## src/hdl/oss_pkg.sv

```systemverilog
// Purpose: Shared constants for the optical sample sequencer
// Assumes: 50 MHz system clock
// Notes: Register offsets are I2C register addresses
package oss_pkg;
  // ********************
  // Clock and timing
  // ********************
  localparam int SYS_CLK_HZ = 50000000;
  localparam int TICK_HZ = 32000;
  localparam int TICK_DIV = SYS_CLK_HZ / TICK_HZ;
  localparam int TICK_NS = 31250;
  localparam int COMPUTE_GEST_US = 68;
  localparam int COMPUTE_PROX_US = 20;
  localparam int SLEEP_US = 200;
  localparam int MAX_FS_HZ = 1400;
  // Microseconds rounded up to sample-clock ticks
  localparam int COMPUTE_GEST_TICKS = (COMPUTE_GEST_US * 1000 + TICK_NS - 1) / TICK_NS;
  localparam int COMPUTE_PROX_TICKS = (COMPUTE_PROX_US * 1000 + TICK_NS - 1) / TICK_NS;
  localparam int SLEEP_TICKS = (SLEEP_US * 1000 + TICK_NS - 1) / TICK_NS;
  localparam int MIN_PERIOD_TICKS = TICK_HZ / MAX_FS_HZ;
  // ********************
  // I2C
  // ********************
  localparam logic [6:0] SLAVE_ADDR = 7'h64;
  // ********************
  // Register map
  // ********************
  localparam logic [7:0] REG_TRIM = 8'h18;
  localparam logic [7:0] REG_GEST_DLY = 8'h20;
  localparam logic [7:0] REG_GEST_SPC = 8'h21;
  localparam logic [7:0] REG_PROX_DLY = 8'h22;
  localparam logic [7:0] REG_PROX_SPC = 8'h23;
  localparam logic [7:0] REG_FS_SEL = 8'h40;
  localparam logic [7:0] REG_MODE = 8'h45;
  localparam logic [7:0] REG_DECIM = 8'h46;
  localparam logic [7:0] REG_PULSES = 8'h47;
  localparam logic [7:0] REG_ADC_IN = 8'h48;
  localparam logic [7:0] REG_PROX_HI = 8'h50;
  localparam logic [7:0] REG_PROX_LO = 8'h51;
  localparam logic [7:0] REG_GEST_HI = 8'h52;
  localparam logic [7:0] REG_GEST_LO = 8'h53;
  localparam logic [7:0] REG_FIFO = 8'h60;
  localparam logic [3:0] MODE_PROX = 4'h1;
  localparam logic [3:0] MODE_GEST = 4'h8;
  localparam int FIFO_DEPTH = 32;
endpackage

```

## src/hdl/optical_sample_sequencer.sv

```systemverilog
// Purpose: Sample timing, accumulation, decimation and I2C register slave
// Assumes: SCL and SDA arrive asynchronously and are synchronised here
// Notes: ADC result is supplied by the analog side on adc_data_in
//
// Contract
// Sequencer steps on a 32 kHz sample-rate tick.
// Trim register bits 5:0 fine-tune the tick divider.
// Per-mode sampling period, frequency capped at 1.4 kHz; code floors the period at 22 ticks, about 1.45 kHz.
// Full pulse train always completes, even past the period.
// Per-mode LED start delay, six-bit field in microseconds.
// Pulse spacing from per-mode eight-bit field; host keeps it 19 us or more.
// Host keeps spacing at least twice window width plus 11 us.
// Gesture compute time 68 us after pulse train.
// Proximity compute time 20 us after pulse train.
// At least 200 us sleep between samples.
// Sample is sum of 1 to 63 pulse results.
// Sense window aligned to each LED pulse.
// Each 14-bit ADC result added to the running sum.
// Per-period sum saturates at 16 bits.
// Output registers hold 20 bits; FIFO words are 16 bits.
// Decimation updates outputs every Nth sample with sum of N.
// FIFO word is decimated sum shifted right by log2 N.
// Separate factors; equal lets both slots fill FIFO, else one.
// Registers reached only through the I2C slave.
// Standard and fast mode I2C slave up to 400 kbps.
// Fixed slave address 0x64.
// Mode value 0x1 starts proximity operation.
// Mode value 0x8 starts gesture operation.
// Writes are one 16-bit word; FIFO read pops the word.
// Timings counted in sample-clock ticks, rounded up.
// Outputs and FIFO updated in the same cycle.
`timescale 1ns/100ps
module optical_sample_sequencer (
  // Clock and reset
  input wire logic sys_clk_in,
  input wire logic resetn_in,
  // I2C pins
  input wire logic scl_in,
  input wire logic sda_in,
  output logic sda_out,
  output logic sda_oe_out,
  // Analog front end
  input wire logic [13:0] adc_data_in,
  output logic led_pulse_out,
  output logic sense_window_out
);
  // ********************
  // Types and helpers
  // ********************
  typedef enum logic [2:0] {
    SQ_IDLE = 3'b000, SQ_DELAY = 3'b001, SQ_PULSE = 3'b010,
    SQ_COMPUTE = 3'b011, SQ_SLEEP = 3'b100, SQ_WAIT = 3'b101
  } seq_state_t;
  typedef enum logic [2:0] {
    I2_IDLE = 3'b000, I2_ADDR = 3'b001, I2_ACK = 3'b010,
    I2_RX = 3'b011, I2_TX = 3'b100, I2_TXACK = 3'b101
  } i2c_state_t;

  // Microseconds to ticks, rounded up
  function automatic logic [7:0] us_ticks(input logic [7:0] us);
    logic [17:0] ns;
    ns = 18'(us) * 18'd1000;
    return 8'((ns + 18'(oss_pkg::TICK_NS - 1)) / 18'(oss_pkg::TICK_NS));
  endfunction

  // Decimation factor 2**code, code above 5 clamps to 32
  function automatic logic [2:0] dec_shift(input logic [2:0] code);
    return (code > 3'd5) ? 3'd5 : code;
  endfunction

  // ********************
  // Registers
  // ********************
  logic [5:0] trim_ff;
  logic [5:0] gest_dly_ff, prox_dly_ff;
  logic [7:0] gest_spc_ff, prox_spc_ff;
  logic [15:0] fs_sel_ff;
  logic [3:0] mode_ff;
  logic [7:0] decim_ff;
  logic [11:0] pulses_ff;
  logic [19:0] prox_out_ff, gest_out_ff;
  logic [15:0] fifo_mem [oss_pkg::FIFO_DEPTH];
  logic [4:0] fifo_wp_ff, fifo_rp_ff;
  logic [5:0] fifo_cnt_ff;

  // ********************
  // Sample-rate tick
  // ********************
  logic [10:0] div_ff;
  logic tick;
  logic [10:0] div_top;
  // 32 kHz tick, trim shifts divider around nominal
  assign div_top = 11'(oss_pkg::TICK_DIV - 1) + 11'(trim_ff) - 11'd32;
  assign tick = (div_ff >= div_top);
  always_ff @(posedge sys_clk_in) begin
    if (!resetn_in) begin
      div_ff <= '0;
    end else begin
      div_ff <= tick ? 11'd0 : div_ff + 11'd1;
    end
  end

  // ********************
  // Sequencer
  // ********************
  seq_state_t st_ff;
  logic [7:0] tcnt_ff;
  logic [5:0] pcnt_ff;
  logic [15:0] per_ff;
  logic [15:0] acc_ff;
  logic [24:0] dsum_ff [2];
  logic [5:0] dcnt_ff [2];
  logic slot_gest;
  logic [5:0] npulse;
  logic [7:0] spc_ticks;
  logic [15:0] per_lim;
  logic adc_strobe;
  logic [16:0] acc_sum;
  assign slot_gest = (mode_ff == oss_pkg::MODE_GEST);
  assign npulse = slot_gest ? pulses_ff[11:6] : pulses_ff[5:0];
  // Spacing field per mode, in ticks
  assign spc_ticks = us_ticks(slot_gest ? gest_spc_ff : prox_spc_ff);
  // Period in ticks, never shorter than 22 ticks, 32000/1400 rounded down
  assign per_lim = (slot_gest ? fs_sel_ff[15:8] : fs_sel_ff[7:0]) <
    8'(oss_pkg::MIN_PERIOD_TICKS) ? 16'(oss_pkg::MIN_PERIOD_TICKS) :
    16'(slot_gest ? fs_sel_ff[15:8] : fs_sel_ff[7:0]);
  // Window and LED share the tick in which a pulse fires
  assign adc_strobe = (st_ff == SQ_PULSE) && tick && (tcnt_ff == 8'd0);
  assign acc_sum = 17'(acc_ff) + 17'(adc_data_in);

  // Main sequence, all timing counted in ticks
  always_ff @(posedge sys_clk_in) begin
    if (!resetn_in) begin
      st_ff <= SQ_IDLE;
      tcnt_ff <= '0;
      pcnt_ff <= '0;
      per_ff <= '0;
    end else if (mode_ff != oss_pkg::MODE_PROX && !slot_gest) begin
      st_ff <= SQ_IDLE;
    end else if (tick) begin
      per_ff <= per_ff + 16'd1;
      case (st_ff)
        // Mode selects timing set
        SQ_IDLE: begin
          st_ff <= SQ_DELAY;
          per_ff <= '0;
          // Start delay
          tcnt_ff <= us_ticks(8'(slot_gest ? gest_dly_ff : prox_dly_ff));
        end
        SQ_DELAY: begin
          if (tcnt_ff <= 8'd1) begin
            st_ff <= SQ_PULSE;
            tcnt_ff <= '0;
            // Count of 0 is treated as 1
            pcnt_ff <= (npulse == 6'd0) ? 6'd1 : npulse;
          end else begin
            tcnt_ff <= tcnt_ff - 8'd1;
          end
        end
        SQ_PULSE: begin
          // Train ends only on pulse count, period ignored
          if (tcnt_ff == 8'd0) begin
            if (pcnt_ff == 6'd1) begin
              st_ff <= SQ_COMPUTE;
              // Compute time per mode
              tcnt_ff <= slot_gest ? 8'(oss_pkg::COMPUTE_GEST_TICKS) :
                8'(oss_pkg::COMPUTE_PROX_TICKS);
            end else begin
              tcnt_ff <= (spc_ticks == 8'd0) ? 8'd0 : spc_ticks - 8'd1;
            end
            pcnt_ff <= pcnt_ff - 6'd1;
          end else begin
            tcnt_ff <= tcnt_ff - 8'd1;
          end
        end
        SQ_COMPUTE: begin
          if (tcnt_ff <= 8'd1) begin
            st_ff <= SQ_SLEEP;
            // Minimum sleep
            tcnt_ff <= 8'(oss_pkg::SLEEP_TICKS);
          end else begin
            tcnt_ff <= tcnt_ff - 8'd1;
          end
        end
        SQ_SLEEP: begin
          if (tcnt_ff <= 8'd1) begin
            st_ff <= SQ_WAIT;
          end else begin
            tcnt_ff <= tcnt_ff - 8'd1;
          end
        end
        default: begin
          if (per_ff + 16'd1 >= per_lim) begin
            st_ff <= SQ_IDLE;
          end
        end
      endcase
    end
  end

  // LED and sense window outputs
  always_ff @(posedge sys_clk_in) begin
    if (!resetn_in) begin
      led_pulse_out <= 1'b0;
      sense_window_out <= 1'b0;
    end else begin
      // Window coincides with LED pulse
      led_pulse_out <= (st_ff == SQ_PULSE) && (tcnt_ff == 8'd0);
      sense_window_out <= (st_ff == SQ_PULSE) && (tcnt_ff == 8'd0);
    end
  end

  // Pulse accumulation
  always_ff @(posedge sys_clk_in) begin
    if (!resetn_in || st_ff == SQ_IDLE) begin
      acc_ff <= '0;
    end else if (adc_strobe) begin
      // Add 14-bit result, saturate at 16 bits
      acc_ff <= acc_sum[16] ? 16'hffff : acc_sum[15:0];
    end
  end

  // Decimation and output update
  logic sample_done;
  logic [2:0] sh;
  logic [24:0] tot;
  logic [15:0] fifo_word;
  logic fifo_push;
  logic fifo_pop;
  logic slot_to_fifo;
  assign sample_done = tick && (st_ff == SQ_COMPUTE) && (tcnt_ff <= 8'd1);
  assign sh = dec_shift(slot_gest ? decim_ff[6:4] : decim_ff[2:0]);
  assign tot = dsum_ff[slot_gest] + 25'(acc_ff);
  // Divide by N before the FIFO
  assign fifo_word = 16'(tot >> sh);
  // Equal factors: both slots; else only the chosen slot
  assign slot_to_fifo = (decim_ff[2:0] == decim_ff[6:4]) ? 1'b1 : (slot_gest == decim_ff[7]);
  // Nth sample completes the group
  assign fifo_push = sample_done && (dcnt_ff[slot_gest] + 6'd1 >= (6'd1 << sh)) &&
    slot_to_fifo && (fifo_cnt_ff != 6'(oss_pkg::FIFO_DEPTH));
  always_ff @(posedge sys_clk_in) begin
    if (!resetn_in) begin
      dsum_ff[0] <= '0;
      dsum_ff[1] <= '0;
      dcnt_ff[0] <= '0;
      dcnt_ff[1] <= '0;
      prox_out_ff <= '0;
      gest_out_ff <= '0;
    end else if (sample_done) begin
      if (dcnt_ff[slot_gest] + 6'd1 >= (6'd1 << sh)) begin
        dsum_ff[slot_gest] <= '0;
        dcnt_ff[slot_gest] <= '0;
        // 20-bit output written with the FIFO push
        if (slot_gest) begin
          gest_out_ff <= (|tot[24:20]) ? 20'hfffff : tot[19:0];
        end else begin
          prox_out_ff <= (|tot[24:20]) ? 20'hfffff : tot[19:0];
        end
      end else begin
        dsum_ff[slot_gest] <= tot;
        dcnt_ff[slot_gest] <= dcnt_ff[slot_gest] + 6'd1;
      end
    end
  end

  // FIFO storage, push and pop in the same cycle are both honoured
  always_ff @(posedge sys_clk_in) begin
    if (!resetn_in) begin
      fifo_wp_ff <= '0;
      fifo_rp_ff <= '0;
      fifo_cnt_ff <= '0;
    end else begin
      if (fifo_push) begin
        fifo_mem[fifo_wp_ff] <= fifo_word;
        fifo_wp_ff <= fifo_wp_ff + 5'd1;
      end
      // Read of the FIFO register frees the word
      if (fifo_pop) begin
        fifo_rp_ff <= fifo_rp_ff + 5'd1;
      end
      fifo_cnt_ff <= fifo_cnt_ff + 6'(fifo_push) - 6'(fifo_pop);
    end
  end

  // ********************
  // I2C slave
  // ********************
  logic [2:0] scl_sy_ff, sda_sy_ff;
  logic scl_rise, scl_fall, start_c, stop_c;
  // Two-flop sync, third stage only for edge detection
  always_ff @(posedge sys_clk_in) begin
    if (!resetn_in) begin
      scl_sy_ff <= 3'b111;
      sda_sy_ff <= 3'b111;
    end else begin
      scl_sy_ff <= {scl_sy_ff[1:0], scl_in};
      sda_sy_ff <= {sda_sy_ff[1:0], sda_in};
    end
  end
  assign scl_rise = scl_sy_ff[1] && !scl_sy_ff[2];
  assign scl_fall = !scl_sy_ff[1] && scl_sy_ff[2];
  assign start_c = scl_sy_ff[1] && scl_sy_ff[2] && !sda_sy_ff[1] && sda_sy_ff[2];
  assign stop_c = scl_sy_ff[1] && scl_sy_ff[2] && sda_sy_ff[1] && !sda_sy_ff[2];

  i2c_state_t i2_ff;
  logic [7:0] sh_ff;
  logic [3:0] bit_ff;
  logic [1:0] byte_ff;
  logic rd_ff, ack_ok_ff;
  logic [7:0] ptr_ff, hi_ff;
  logic [15:0] tx_ff;
  logic wr_go;
  logic [15:0] rd_val;
  logic [7:0] rx_byte;
  assign rx_byte = {sh_ff[6:0], sda_sy_ff[1]};

  // Register read mux
  always_comb begin
    rd_val = 16'h0000;
    if (ptr_ff == oss_pkg::REG_TRIM) begin
      rd_val = {10'h000, trim_ff};
    end else if (ptr_ff == oss_pkg::REG_GEST_DLY) begin
      rd_val = {10'h000, gest_dly_ff};
    end else if (ptr_ff == oss_pkg::REG_GEST_SPC) begin
      rd_val = {8'h00, gest_spc_ff};
    end else if (ptr_ff == oss_pkg::REG_PROX_DLY) begin
      rd_val = {10'h000, prox_dly_ff};
    end else if (ptr_ff == oss_pkg::REG_PROX_SPC) begin
      rd_val = {8'h00, prox_spc_ff};
    end else if (ptr_ff == oss_pkg::REG_FS_SEL) begin
      rd_val = fs_sel_ff;
    end else if (ptr_ff == oss_pkg::REG_MODE) begin
      rd_val = {9'h000, st_ff, mode_ff};
    end else if (ptr_ff == oss_pkg::REG_DECIM) begin
      rd_val = {8'h00, decim_ff};
    end else if (ptr_ff == oss_pkg::REG_PULSES) begin
      rd_val = {4'h0, pulses_ff};
    end else if (ptr_ff == oss_pkg::REG_PROX_HI) begin
      rd_val = {12'h000, prox_out_ff[19:16]};
    end else if (ptr_ff == oss_pkg::REG_PROX_LO) begin
      rd_val = prox_out_ff[15:0];
    end else if (ptr_ff == oss_pkg::REG_GEST_HI) begin
      rd_val = {12'h000, gest_out_ff[19:16]};
    end else if (ptr_ff == oss_pkg::REG_GEST_LO) begin
      rd_val = gest_out_ff[15:0];
    end else if (ptr_ff == oss_pkg::REG_FIFO) begin
      rd_val = (fifo_cnt_ff == 6'd0) ? 16'h0000 : fifo_mem[fifo_rp_ff];
    end
  end
  assign fifo_pop = (i2_ff == I2_ACK) && scl_fall && rd_ff && (byte_ff == 2'd0) &&
    ack_ok_ff && (ptr_ff == oss_pkg::REG_FIFO) && (fifo_cnt_ff != 6'd0);
  // Write commits only after the full 16-bit word
  assign wr_go = (i2_ff == I2_RX) && scl_rise && (bit_ff == 4'd7) && (byte_ff == 2'd2);

  // Bit engine, SCL-rate independent up to 400 kbps
  always_ff @(posedge sys_clk_in) begin
    if (!resetn_in || stop_c) begin
      i2_ff <= I2_IDLE;
      sh_ff <= '0;
      bit_ff <= '0;
      byte_ff <= '0;
      rd_ff <= 1'b0;
      ack_ok_ff <= 1'b0;
      tx_ff <= '0;
      sda_oe_out <= 1'b0;
    end else if (start_c) begin
      i2_ff <= I2_ADDR;
      bit_ff <= '0;
      sda_oe_out <= 1'b0;
    end else begin
      case (i2_ff)
        I2_ADDR, I2_RX: begin
          if (scl_rise) begin
            sh_ff <= rx_byte;
            bit_ff <= bit_ff + 4'd1;
          end
          if (scl_fall && bit_ff == 4'd8) begin
            bit_ff <= '0;
            i2_ff <= I2_ACK;
            if (i2_ff == I2_ADDR) begin
              // Match fixed address only
              ack_ok_ff <= (sh_ff[7:1] == oss_pkg::SLAVE_ADDR);
              rd_ff <= sh_ff[0];
              byte_ff <= '0;
              tx_ff <= rd_val;
            end else begin
              if (byte_ff == 2'd0) begin
                ptr_ff <= sh_ff;
              end else if (byte_ff == 2'd1) begin
                hi_ff <= sh_ff;
              end
              byte_ff <= (byte_ff == 2'd2) ? 2'd1 : byte_ff + 2'd1;
            end
            sda_oe_out <= (i2_ff == I2_RX) || (sh_ff[7:1] == oss_pkg::SLAVE_ADDR);
          end
        end
        I2_ACK: begin
          if (scl_fall) begin
            sda_oe_out <= 1'b0;
            if (!ack_ok_ff) begin
              i2_ff <= I2_IDLE;
            end else if (rd_ff) begin
              i2_ff <= I2_TX;
              sda_oe_out <= !tx_ff[15];
              tx_ff <= {tx_ff[14:0], 1'b1};
            end else begin
              i2_ff <= I2_RX;
            end
          end
        end
        I2_TX: begin
          if (scl_fall) begin
            bit_ff <= bit_ff + 4'd1;
            if (bit_ff == 4'd7) begin
              bit_ff <= '0;
              sda_oe_out <= 1'b0;
              i2_ff <= I2_TXACK;
            end else begin
              sda_oe_out <= !tx_ff[15];
              tx_ff <= {tx_ff[14:0], 1'b1};
            end
          end
        end
        I2_TXACK: begin
          if (scl_rise) begin
            i2_ff <= sda_sy_ff[1] ? I2_IDLE : I2_TXACK;
          end
          if (scl_fall) begin
            i2_ff <= I2_TX;
            sda_oe_out <= !tx_ff[15];
            tx_ff <= {tx_ff[14:0], 1'b1};
          end
        end
        default: begin
          sda_oe_out <= 1'b0;
        end
      endcase
    end
  end
  assign sda_out = 1'b0;

  // Register writes
  always_ff @(posedge sys_clk_in) begin
    if (!resetn_in) begin
      trim_ff <= '0;
      gest_dly_ff <= 6'd23;
      prox_dly_ff <= 6'd23;
      gest_spc_ff <= 8'd19;
      prox_spc_ff <= 8'd19;
      fs_sel_ff <= '0;
      mode_ff <= '0;
      decim_ff <= '0;
      pulses_ff <= {6'd1, 6'd1};
    end else if (wr_go) begin
      if (ptr_ff == oss_pkg::REG_TRIM) begin
        trim_ff <= rx_byte[5:0];
      end else if (ptr_ff == oss_pkg::REG_GEST_DLY) begin
        gest_dly_ff <= rx_byte[5:0];
      end else if (ptr_ff == oss_pkg::REG_GEST_SPC) begin
        gest_spc_ff <= rx_byte;
      end else if (ptr_ff == oss_pkg::REG_PROX_DLY) begin
        prox_dly_ff <= rx_byte[5:0];
      end else if (ptr_ff == oss_pkg::REG_PROX_SPC) begin
        prox_spc_ff <= rx_byte;
      end else if (ptr_ff == oss_pkg::REG_FS_SEL) begin
        fs_sel_ff <= {hi_ff, rx_byte};
      end else if (ptr_ff == oss_pkg::REG_MODE) begin
        mode_ff <= rx_byte[3:0];
      end else if (ptr_ff == oss_pkg::REG_DECIM) begin
        decim_ff <= rx_byte;
      end else if (ptr_ff == oss_pkg::REG_PULSES) begin
        pulses_ff <= {hi_ff[3:0], rx_byte};
      end
    end
  end
endmodule

```

## config.mk

```make
export PLATFORM = sky130hd
export DESIGN_NAME = optical_sample_sequencer
export DESIGN_NICKNAME = d
export VERILOG_FILES = /design/src/hdl/oss_pkg.sv /design/src/hdl/optical_sample_sequencer.sv
export SDC_FILE = /design/constraint.sdc
export NUM_CORES = 1
export LEC_CHECK = 0
export BUFFER_PORTS_ARGS = -buffer_cell sky130_fd_sc_hd__buf_4
export CORE_MARGIN = 2
export CORE_UTILIZATION = 45
export CTS_CLUSTER_SIZE = 14
export DETAILED_ROUTE_END_ITERATION = 10
export GPL_ROUTABILITY_DRIVEN = 0
export SLEW_MARGIN = 5
export SYNTH_ARGS = -nofsm -noshare
export SYNTH_HDL_FRONTEND = slang
export SYNTH_SLANG_ARGS = --single-unit
```

## constraint.sdc

```tcl
create_clock -name sys_clk_in -period 18.3 [get_ports sys_clk_in]
set_input_delay 5.49 -clock sys_clk_in [delete_from_list [all_inputs] [get_ports sys_clk_in]]
set_output_delay 5.49 -clock sys_clk_in [all_outputs]
set_load 0.005 [all_outputs]
```

==> results of run 1 <==
## logic make-up after synthesis
logic type,after synthesis
simple gates,1005
flops,828
compound gates,682
other cells,1
xor+xnor,133
fa+ha+maj,187
buf+inv,312
mux,290
## flip-flops by register name, summed over array words and instances, names as in the netlist, 8 cells and up, named ones only
| name | count |
|---|---|
| hi_ff | 8 |
| div_ff | 11 |
| tx_ff | 16 |
| sh_ff | 8 |
| prox_spc_ff | 8 |
| ptr_ff | 8 |
| decim_ff | 8 |
| pulses_ff | 12 |
| per_ff | 16 |
| gest_spc_ff | 8 |
| dsum_ff | 50 |
| tcnt_ff | 8 |
| fs_sel_ff | 16 |
| fifo_mem | 512 |
| prox_out_ff | 20 |
| acc_ff | 16 |
| dcnt_ff | 12 |
| gest_out_ff | 20 |
## cells in the mapped netlist (all sizes together) (33+ instances only)
cell    number  area (µm²)
edfxtp     590       17700
nand2      340        1280
nor2       280        1050
dfxtp      238        4760
o21ai      178         891
mux4       160        3600
ha         151        1890
a21oi      150         751
inv        141         529
clkbuf     138         518
mux2i      116        1160
xnor2       88         778
nand3       79         395
a31oi       58         369
nor2b       57         357
nand2b      46         288
nor3        45         230
xor2        45         394
and2        40         255
a21boi      37         278
fa          36         721
a22oi       33         248
## metal layers
| metal | global-route usage | share of wire | wire (µm) |
|---|---|---|---|
| met3 | 0.0271 | 0.047 | 4720 |
| met5 | 0 | 0 | 0 |
| met1 | 0.278 | 0.42 | 42500 |
| met2 | 0.378 | 0.51 | 51300 |
| met4 | 0.0565 | 0.027 | 2750 |
## area by class of cell
class	instances	share of cell area
clock buffer	115	0.0511
clock inverter	47	0.0110
inverter	142	0.0115
multi-input combinational	2298	0.391
sequential	828	0.486
tap	1186	0.0321
timing repair buffer	103	0.0167
## power by group through the flow
stage / sequential (mW) / combinational [mW] / clock (mW)
3_3_place_gp: 2.05 / 0.0649 / 0
4_1_cts: 2.01 / 0.0658 / 1.79
6_report: 2.01 / 0.0650 / 1.76
5_1_grt: 2.01 / 0.0722 / 1.86
2_1_floorplan: 2.05 / 0.0400 / 0
3_5_place_dp: 2.05 / 0.0656 / 0
## worst register-to-register path, delay by kind of cell, from the launching register on
| kind | cells | cell delay, ns |
|---|---|---|
| and+or+nand+nor | 10 | 3.67 |
| adders and majority gates | 8 | 2.87 |
| AOI/OAI and AO/OA | 7 | 2.49 |
| buffers and inverters | 4 | 0.83 |
| xor gates and xnor gates | 3 | 0.75 |
| muxes | 1 | 0.42 |
| DFF | 1 | 0.37 |
## cells in the final DEF (no fill, tap or decap), drive strengths merged, types with 40 or more instances in the layout
cell type  instances
a21oi            150
a31oi             58
and2              40
buf              103
clkbuf           115
dfxtp            238
edfxtp           590
ha               151
inv              144
mux2i            116
mux4             160
nand2            340
nand2b            46
nand3             79
nor2             280
nor2b             57
nor3              45
o21ai            178
xnor2             88
xor2              45
## final timing paths
kind	end	cells after the start	from	slack (ns)
min	sda_sy_ff[1]	1	sda_sy_ff[0]	0.40
max	tcnt_ff[3]	33	mode_ff[0]	6.79
max reg2reg	tcnt_ff[3]	33	mode_ff[0]	6.79
min reg2reg	sda_sy_ff[1]	1	sda_sy_ff[0]	0.40
## metrics by stage
stage               instance area (µm²)  hold slack, ns  cells   util
finish                            46200           0.402   4719  0.505
global route                      46200           0.420   4719  0.505
CTS                               46200           0.412   4719  0.505
detailed placement                43400           0.395   4557  0.473
global placement                  43400           0.391   4557  0.473
floorplan                         41600           0.386   3438      -
==> out/qor.txt, run 1 <==
outcome: finished, final reports clean
TritonCTS clock tree: built
Root Buffer: clkbuf_16
DR vias/cell: 5.74
Syn Area/Cell: 12.1 µm²
Post-DRT Antenna Nets: 0
RSZ-0062 raised after global routing: no
FILL cells: 7906
clock power share: 0.459
Crit path top cell by count: ha_1
vias in the first global route: 26.4k
FF+latch count, synth: 828
Yosys warning total: 0
count of final setup violators: 0
post-synthesis compound-gate area fraction: 0.108
Setup TNS: 0 ns
CP max stage cell: nor4_1
mapped cell area: 0.0416 mm²
CP Class: flip-flop to flip-flop
drc violations: 0
CP Capture Type: flip-flop
DR pass1 iterations: 6
xor/xnor cell area share of the yosys netlist: 0.0282
Cell variety after synth: 103
Simple-Gate Fraction of Synth Area: 0.113
GRT Total Usage: 0.214
multi-input combinational cell area: 0.0181 mm²
Port Buf Inserts: 20
hold buffers post-CTS: 0
die width: 308 µm
Core Footprint: 0.0917 mm²
crit start category: flip-flop
DPL Wire Length: 67300 µm
post-route setup slack: 6.79 ns
headroom to the max-slew limit: 0.150
gr ovfl total: 0
crit path DAT: 12.02 ns
post_cts resized: 0
P_sw: 0.812 mW
max-slew violations: 0
Net Sw Frac: 0.212
die span in y: 308 µm
DR WL/cell: 21.5 µm
number of synthesized flops with an enable pin: 590
first-pass GRT wire length: 157000 µm
combinational share of power: 0.017
Storage cell area: 0.0225 mm²
Critical path buffers and inverters: 4
Max VDD drop: 82.4 µV
ys flop type: edfxtp_1
Synth async-reset ratio: 0
# nets final: 3665
total CTS buffers: 87
Highest Clock Rate: 86.9 MHz
die area: 0.0949 mm²
antenna cell count: 0
mux share of post-synthesis cell area: 0.119
Pwr Total: 3.83 mW
Mapped Cells: 3438
crit path time final: 11.51 ns
via count: 27.1k
final hold vios: 0
initial antenna violation count: 1
area grow syn2layout: 11.2%
post-synthesis adder-cell area fraction: 0.0627
Largest stage delay, worst path: 0.78 ns
clk buf depth: 3
Syn Nets: 3643
Clock Skews: 0.0851 ns
layout cells sized above 1: 0.142
max-cap viol count: 0
Iter 0 DRT Violations: 2323
Pleak: 16.2 nW
Final period util: 0.629
number of clock sinks: 828
Total Wirelength: 101000 µm
sequential cell area fraction in the yosys report: 0.540
Sequential Power Share: 0.524
Initial Util: 0.454
required time of the worst setup path: 18.81 ns
largest family of logic cells by synthesized area: multiplexers
Slew @ Worst Pin: 1.27 ns
critical-path maximum fanout: 52
Clock Pin Slew Worst Setup and Hold Paths: 0.06 ns
Post-CTS Setup Bufs: 0
I/O pins: 22
pwr dens: 82.8 mW/mm²
Rows: 111
clk_lat worst skew: 0.68 ns
DP Worst Slack: 6.84 ns
worst min-delay path category: flip-flop to flip-flop
pin count of the biggest net entering global routing: 70
# H-tree levels: 3
crit-path leading delay family: simple AND/OR/NAND/NOR gates
P_int: 3.02 mW
Power figures use the tool's default switching activity.
==> run 2: changes to the inputs <==
--- a/config.mk
+++ b/config.mk
@@ -5,6 +5,7 @@
 export SDC_FILE = /design/constraint.sdc
 export NUM_CORES = 1
 export LEC_CHECK = 0
+export ABC_AREA = 1
 export BUFFER_PORTS_ARGS = -buffer_cell sky130_fd_sc_hd__buf_4
 export CORE_MARGIN = 2
 export CORE_UTILIZATION = 45
==> constraint.sdc (replaced) <==
create_clock -name sys_clk_in -period 9.9 [get_ports sys_clk_in]
set_input_delay 2.97 -clock sys_clk_in [delete_from_list [all_inputs] [get_ports sys_clk_in]]
set_output_delay 2.97 -clock sys_clk_in [all_outputs]
set_load 0.005 [all_outputs]
==> run 2 against run 1 <==
Effect of this change: synthesized area up 2.6%; total power up 85%; global-route usage up 0.69 points; routed wire length up 7.8%; non-clock buffer count up 2; count of clock-buffer cells in the layout up 11; register-to-register slack worse by 5.8 ns; clock skew down 0.052 ns; clock power up 82%; sequential power up 85%; critical path depth up 24; critical endpoint unchanged; largest cell class unchanged; highest routed layer unchanged.
==> out/qor.txt, run 2 <==
ys flop type: edfxtp_1 (unchanged)
Synth async-reset ratio: 0 (unchanged)
Yosys warning total: 0 (unchanged)
post-synth top area cell: edfxtp_1 (unchanged)
CP Capture Type: flip-flop (unchanged)
FF+latch count, synth: 828 (unchanged)
GRT Total Usage: 0.221 (was 0.214)
Syn Area/Cell: 9.42 µm² (was 12.1 µm²)
Mapped Cells: 4533 (was 3438)
die area: 0.0973 mm² (was 0.0949 mm²)
drc violations: 0 (unchanged)
Syn Nets: 4738 (was 3643)
commonest non-fill, non-tap cell in the layout: inv_1 (was edfxtp_1)
Pleak: 18.2 nW (was 16.2 nW)
gr ovfl total: 0 (unchanged)
biggest registers after layout: fifo_mem x512, dsum_ff x50 (unchanged)
critical-path maximum fanout: 32 (was 52)
clock power share: 0.454 (was 0.459)
die width: 312 µm (was 308 µm)
Final Hold Slack: 0.412 ns (was 0.402 ns)
Worst Hold Depth: 1 (unchanged)
sequential cell area fraction in the yosys report: 0.527 (was 0.540)
Critical R2R Launch: mode_ff[1] (was mode_ff[0])
final instance area: 0.0473 mm² (was 0.0462 mm²)
hold buffers post-CTS: 0 (unchanged)
crit path time final: 8.96 ns (was 11.51 ns)
Final period util: 0.905 (was 0.629)
most frequent cells in the layout: 630 x inv_1, 596 x nand2_1, 590 x edfxtp_1 (was 590 x edfxtp_1, 340 x nand2_1, 246 x nor2_1)
post-layout util: 0.505 (about the same)
P_sw: 1.49 mW (was 0.812 mW)
FF-to-FF End: tcnt_ff[3] (unchanged)
Placed Area: 0.0444 mm² (was 0.0434 mm²)
Net Sw Frac: 0.210 (was 0.212)
Cell variety after synth: 62 (was 103)
most common cell in the netlist: inv_1 (was edfxtp_1)
P_int: 5.59 mW (was 3.02 mW)
Total Wirelength: 109000 µm (was 101000 µm)
TritonCTS clock tree: built (unchanged)
Sequential Power Share: 0.525 (was 0.524)
outcome: finished, final reports clean (unchanged)
R2R setup slack: 0.94 ns (was 6.79 ns)
vias in the first global route: 29.9k (was 26.4k)
Largest Register: fifo_mem (unchanged)
Iter 0 DRT Violations: 2677 (was 2323)
Largest stage delay, worst path: 0.52 ns (was 0.78 ns)
worst min-delay path category: flip-flop to flip-flop (unchanged)
layout cells sized above 1: 0.0845 (was 0.142)
clk buf depth: 3 (unchanged)
max-slew violations: 0 (unchanged)
crit start category: flip-flop (unchanged)
first-pass GRT wire length: 170000 µm (was 157000 µm)
r2r worst-path depth: 57 (was 33)
via count: 31.6k (was 27.1k)
initial antenna violation count: 1 (unchanged)
headroom to the max-slew limit: 0.200 (was 0.150)
crit path DAT: 9.55 ns (was 12.02 ns)
DR WL/cell: 18.6 µm (was 21.5 µm)
Setup TNS: 0 ns (unchanged)
most instantiated cells after synthesis: 635 x inv_1, 598 x nand2_1, 590 x edfxtp_1 (was 590 x edfxtp_1, 340 x nand2_1, 280 x nor2_1)
RSZ-0062 raised after global routing: no (unchanged)
number of synthesized flops with an enable pin: 590 (unchanged)
Root Buffer: clkbuf_16 (unchanged)
area grow syn2layout: 10.8% (was 11.2%)
pin count of the biggest net entering global routing: 88 (was 70)
Highest Clock Rate: 112 MHz (was 86.9 MHz)
final hold vios: 0 (unchanged)
required time of the worst setup path: 10.49 ns (was 18.81 ns)
Post-DRT Antenna Nets: 0 (unchanged)
DPL Wire Length: 72100 µm (was 67300 µm)
# H-tree levels: 3 (unchanged)
number of clock sinks: 828 (unchanged)
Initial Util: 0.456 (was 0.454)
Clock Skews: 0.0336 ns (was 0.0851 ns)
Worst Hold End: scl_sy_ff[1] (was sda_sy_ff[1])
Slew @ Worst Pin: 1.20 ns (was 1.27 ns)
Rows: 112 (was 111)
DR pass1 iterations: 5 (was 6)
clk_lat worst skew: 0.66 ns (was 0.68 ns)
Hold Startpoint: scl_sy_ff[0] (was sda_sy_ff[0])
die span in y: 312 µm (was 308 µm)
FILL cells: 8789 (was 7906)
max-cap viol count: 0 (unchanged)
max reg flops: 512 (unchanged)
Core Footprint: 0.0936 mm² (was 0.0917 mm²)
total CTS buffers: 84 (was 87)
combinational share of power: 0.021 (was 0.017)
Synth top area share: 0.415 (was 0.426)
I/O pins: 22 (unchanged)
Pwr Total: 7.08 mW (was 3.83 mW)
DR vias/cell: 5.39 (was 5.74)
Crit path top cell by count: nand2_1 (was ha_1)
# nets final: 4736 (was 3665)
ranking of synthesized cells by area: edfxtp_1 42%, dfxtp_1 11%, inv_1 5.6%, nand2_1 5.3%, o21ai_0 4.9% (was edfxtp_1 43%, dfxtp_1 11%, mux4_2 8.7%, ha_1 4.5%, nand2_1 3.1%)
pwr dens: 150 mW/mm² (was 82.8 mW/mm²)
Clock Pin Slew Worst Setup and Hold Paths: 0.07 ns (was 0.06 ns)
mapped cell area: 0.0427 mm² (was 0.0416 mm²)
CP Class: flip-flop to flip-flop (unchanged)
count of final setup violators: 0 (unchanged)
Port Buf Inserts: 20 (unchanged)
Max VDD drop: 114 µV (was 82.4 µV)
CP max stage cell: fa_1 (was nor4_1)
[run 2: cell count changes after synthesis, sizes merged, moves of 57 or more]
| cell | change |
|---|---|
| a21oi | +255 |
| inv | +515 |
| mux4 | -160 |
| nand2 | +304 |
| nand3 | +142 |
| nor2b | -57 |
| o211ai | +142 |
| o21ai | +250 |
| xnor2 | -64 |
[run 2: per-layer routing]
layer / vias to the layer above / GRT usage / wire (µm)
met3: 135 / 0.0253 / 5730
met1: 15000 / 0.318 / 51200
met5: - / 0 / 0
met4: 0 / 0.0610 / 2350
met2: 809 / 0.355 / 49900
li1: 15600 / - / -
[run 2: power groups by stage]
stage	logic [mW]	clock network, mW	registers [mW]
3_5_place_dp	0.147	0	3.79
3_3_place_gp	0.146	0	3.79
6_report	0.149	3.21	3.72
2_1_floorplan	0.0918	0	3.79
4_1_cts	0.148	3.27	3.72
5_1_grt	0.165	3.40	3.72
[run 2: layout make-up]
type                    instances  area (µm²)  area share
inverters                     664        2500      0.0529
well taps                    1254        1570      0.0332
clock inverters                30         330     0.00698
flip-flops and latches        828       22500       0.476
clock buffers                 126        2470      0.0523
multi-input cells            2848       17100       0.362
diodes                          2        5.00    0.000106
repair buffers                105         801      0.0169
[run 2: worst max-delay path, delay by kind of cell (launching register included)]
kind            cells  cell delay (ns)
compound gates      5             0.83
xor+xnor            1             0.17
fa+ha+maj           8             2.56
buf+inv             8             0.83
flops               1             0.32
simple gates       35             4.15
[run 2: per-stage QoR]
step,cells,worst slack (ns)
final,5857,0.941
after global routing,5855,0.0275
after detailed placement,5693,0.240
after global placement,5693,0.588
after floorplan,4533,0.574
after CTS,5849,0.256
[run 2: kinds of logic (layout without fill, tap and decap cells)]
logic type | count (synthesis) | in the layout | share of synthesized area
AOI/OAI and AO/OA | 1112 | 1112 | 0.149
muxes | 134 | 134 | 0.0314
DFF | 828 | 828 | 0.527
buffers and inverters | 857 | 925 | 0.0766
and+or+nand+nor | 1315 | 1315 | 0.135
other | 1 | 3 | 0.0000879
xor gates and xnor gates | 99 | 99 | 0.0205
adders and majority gates | 187 | 187 | 0.0611
[run 2: worst max-delay path by stage]
stage / startpoint / endpoint / slack, ns / depth (start not counted)
3_3_place_gp: mode_ff[2] / tcnt_ff[3] / 0.59 / 56
4_1_cts: mode_ff[1] / tcnt_ff[3] / 0.26 / 53
6_report: mode_ff[1] / tcnt_ff[3] / 0.94 / 57
2_1_floorplan: mode_ff[0] / tcnt_ff[3] / 0.57 / 59
5_1_grt: mode_ff[3] / tcnt_ff[3] / 0.03 / 59
3_5_place_dp: mode_ff[1] / tcnt_ff[3] / 0.24 / 53
[run 2: what timing repair did]
| action | 4_1_cts | 5_1_grt |
|---|---|---|
| buffers inserted | 0 | 6 |
| endpoints found under the setup margin | 0 | 5 |
| resized for setup | 0 | 9 |
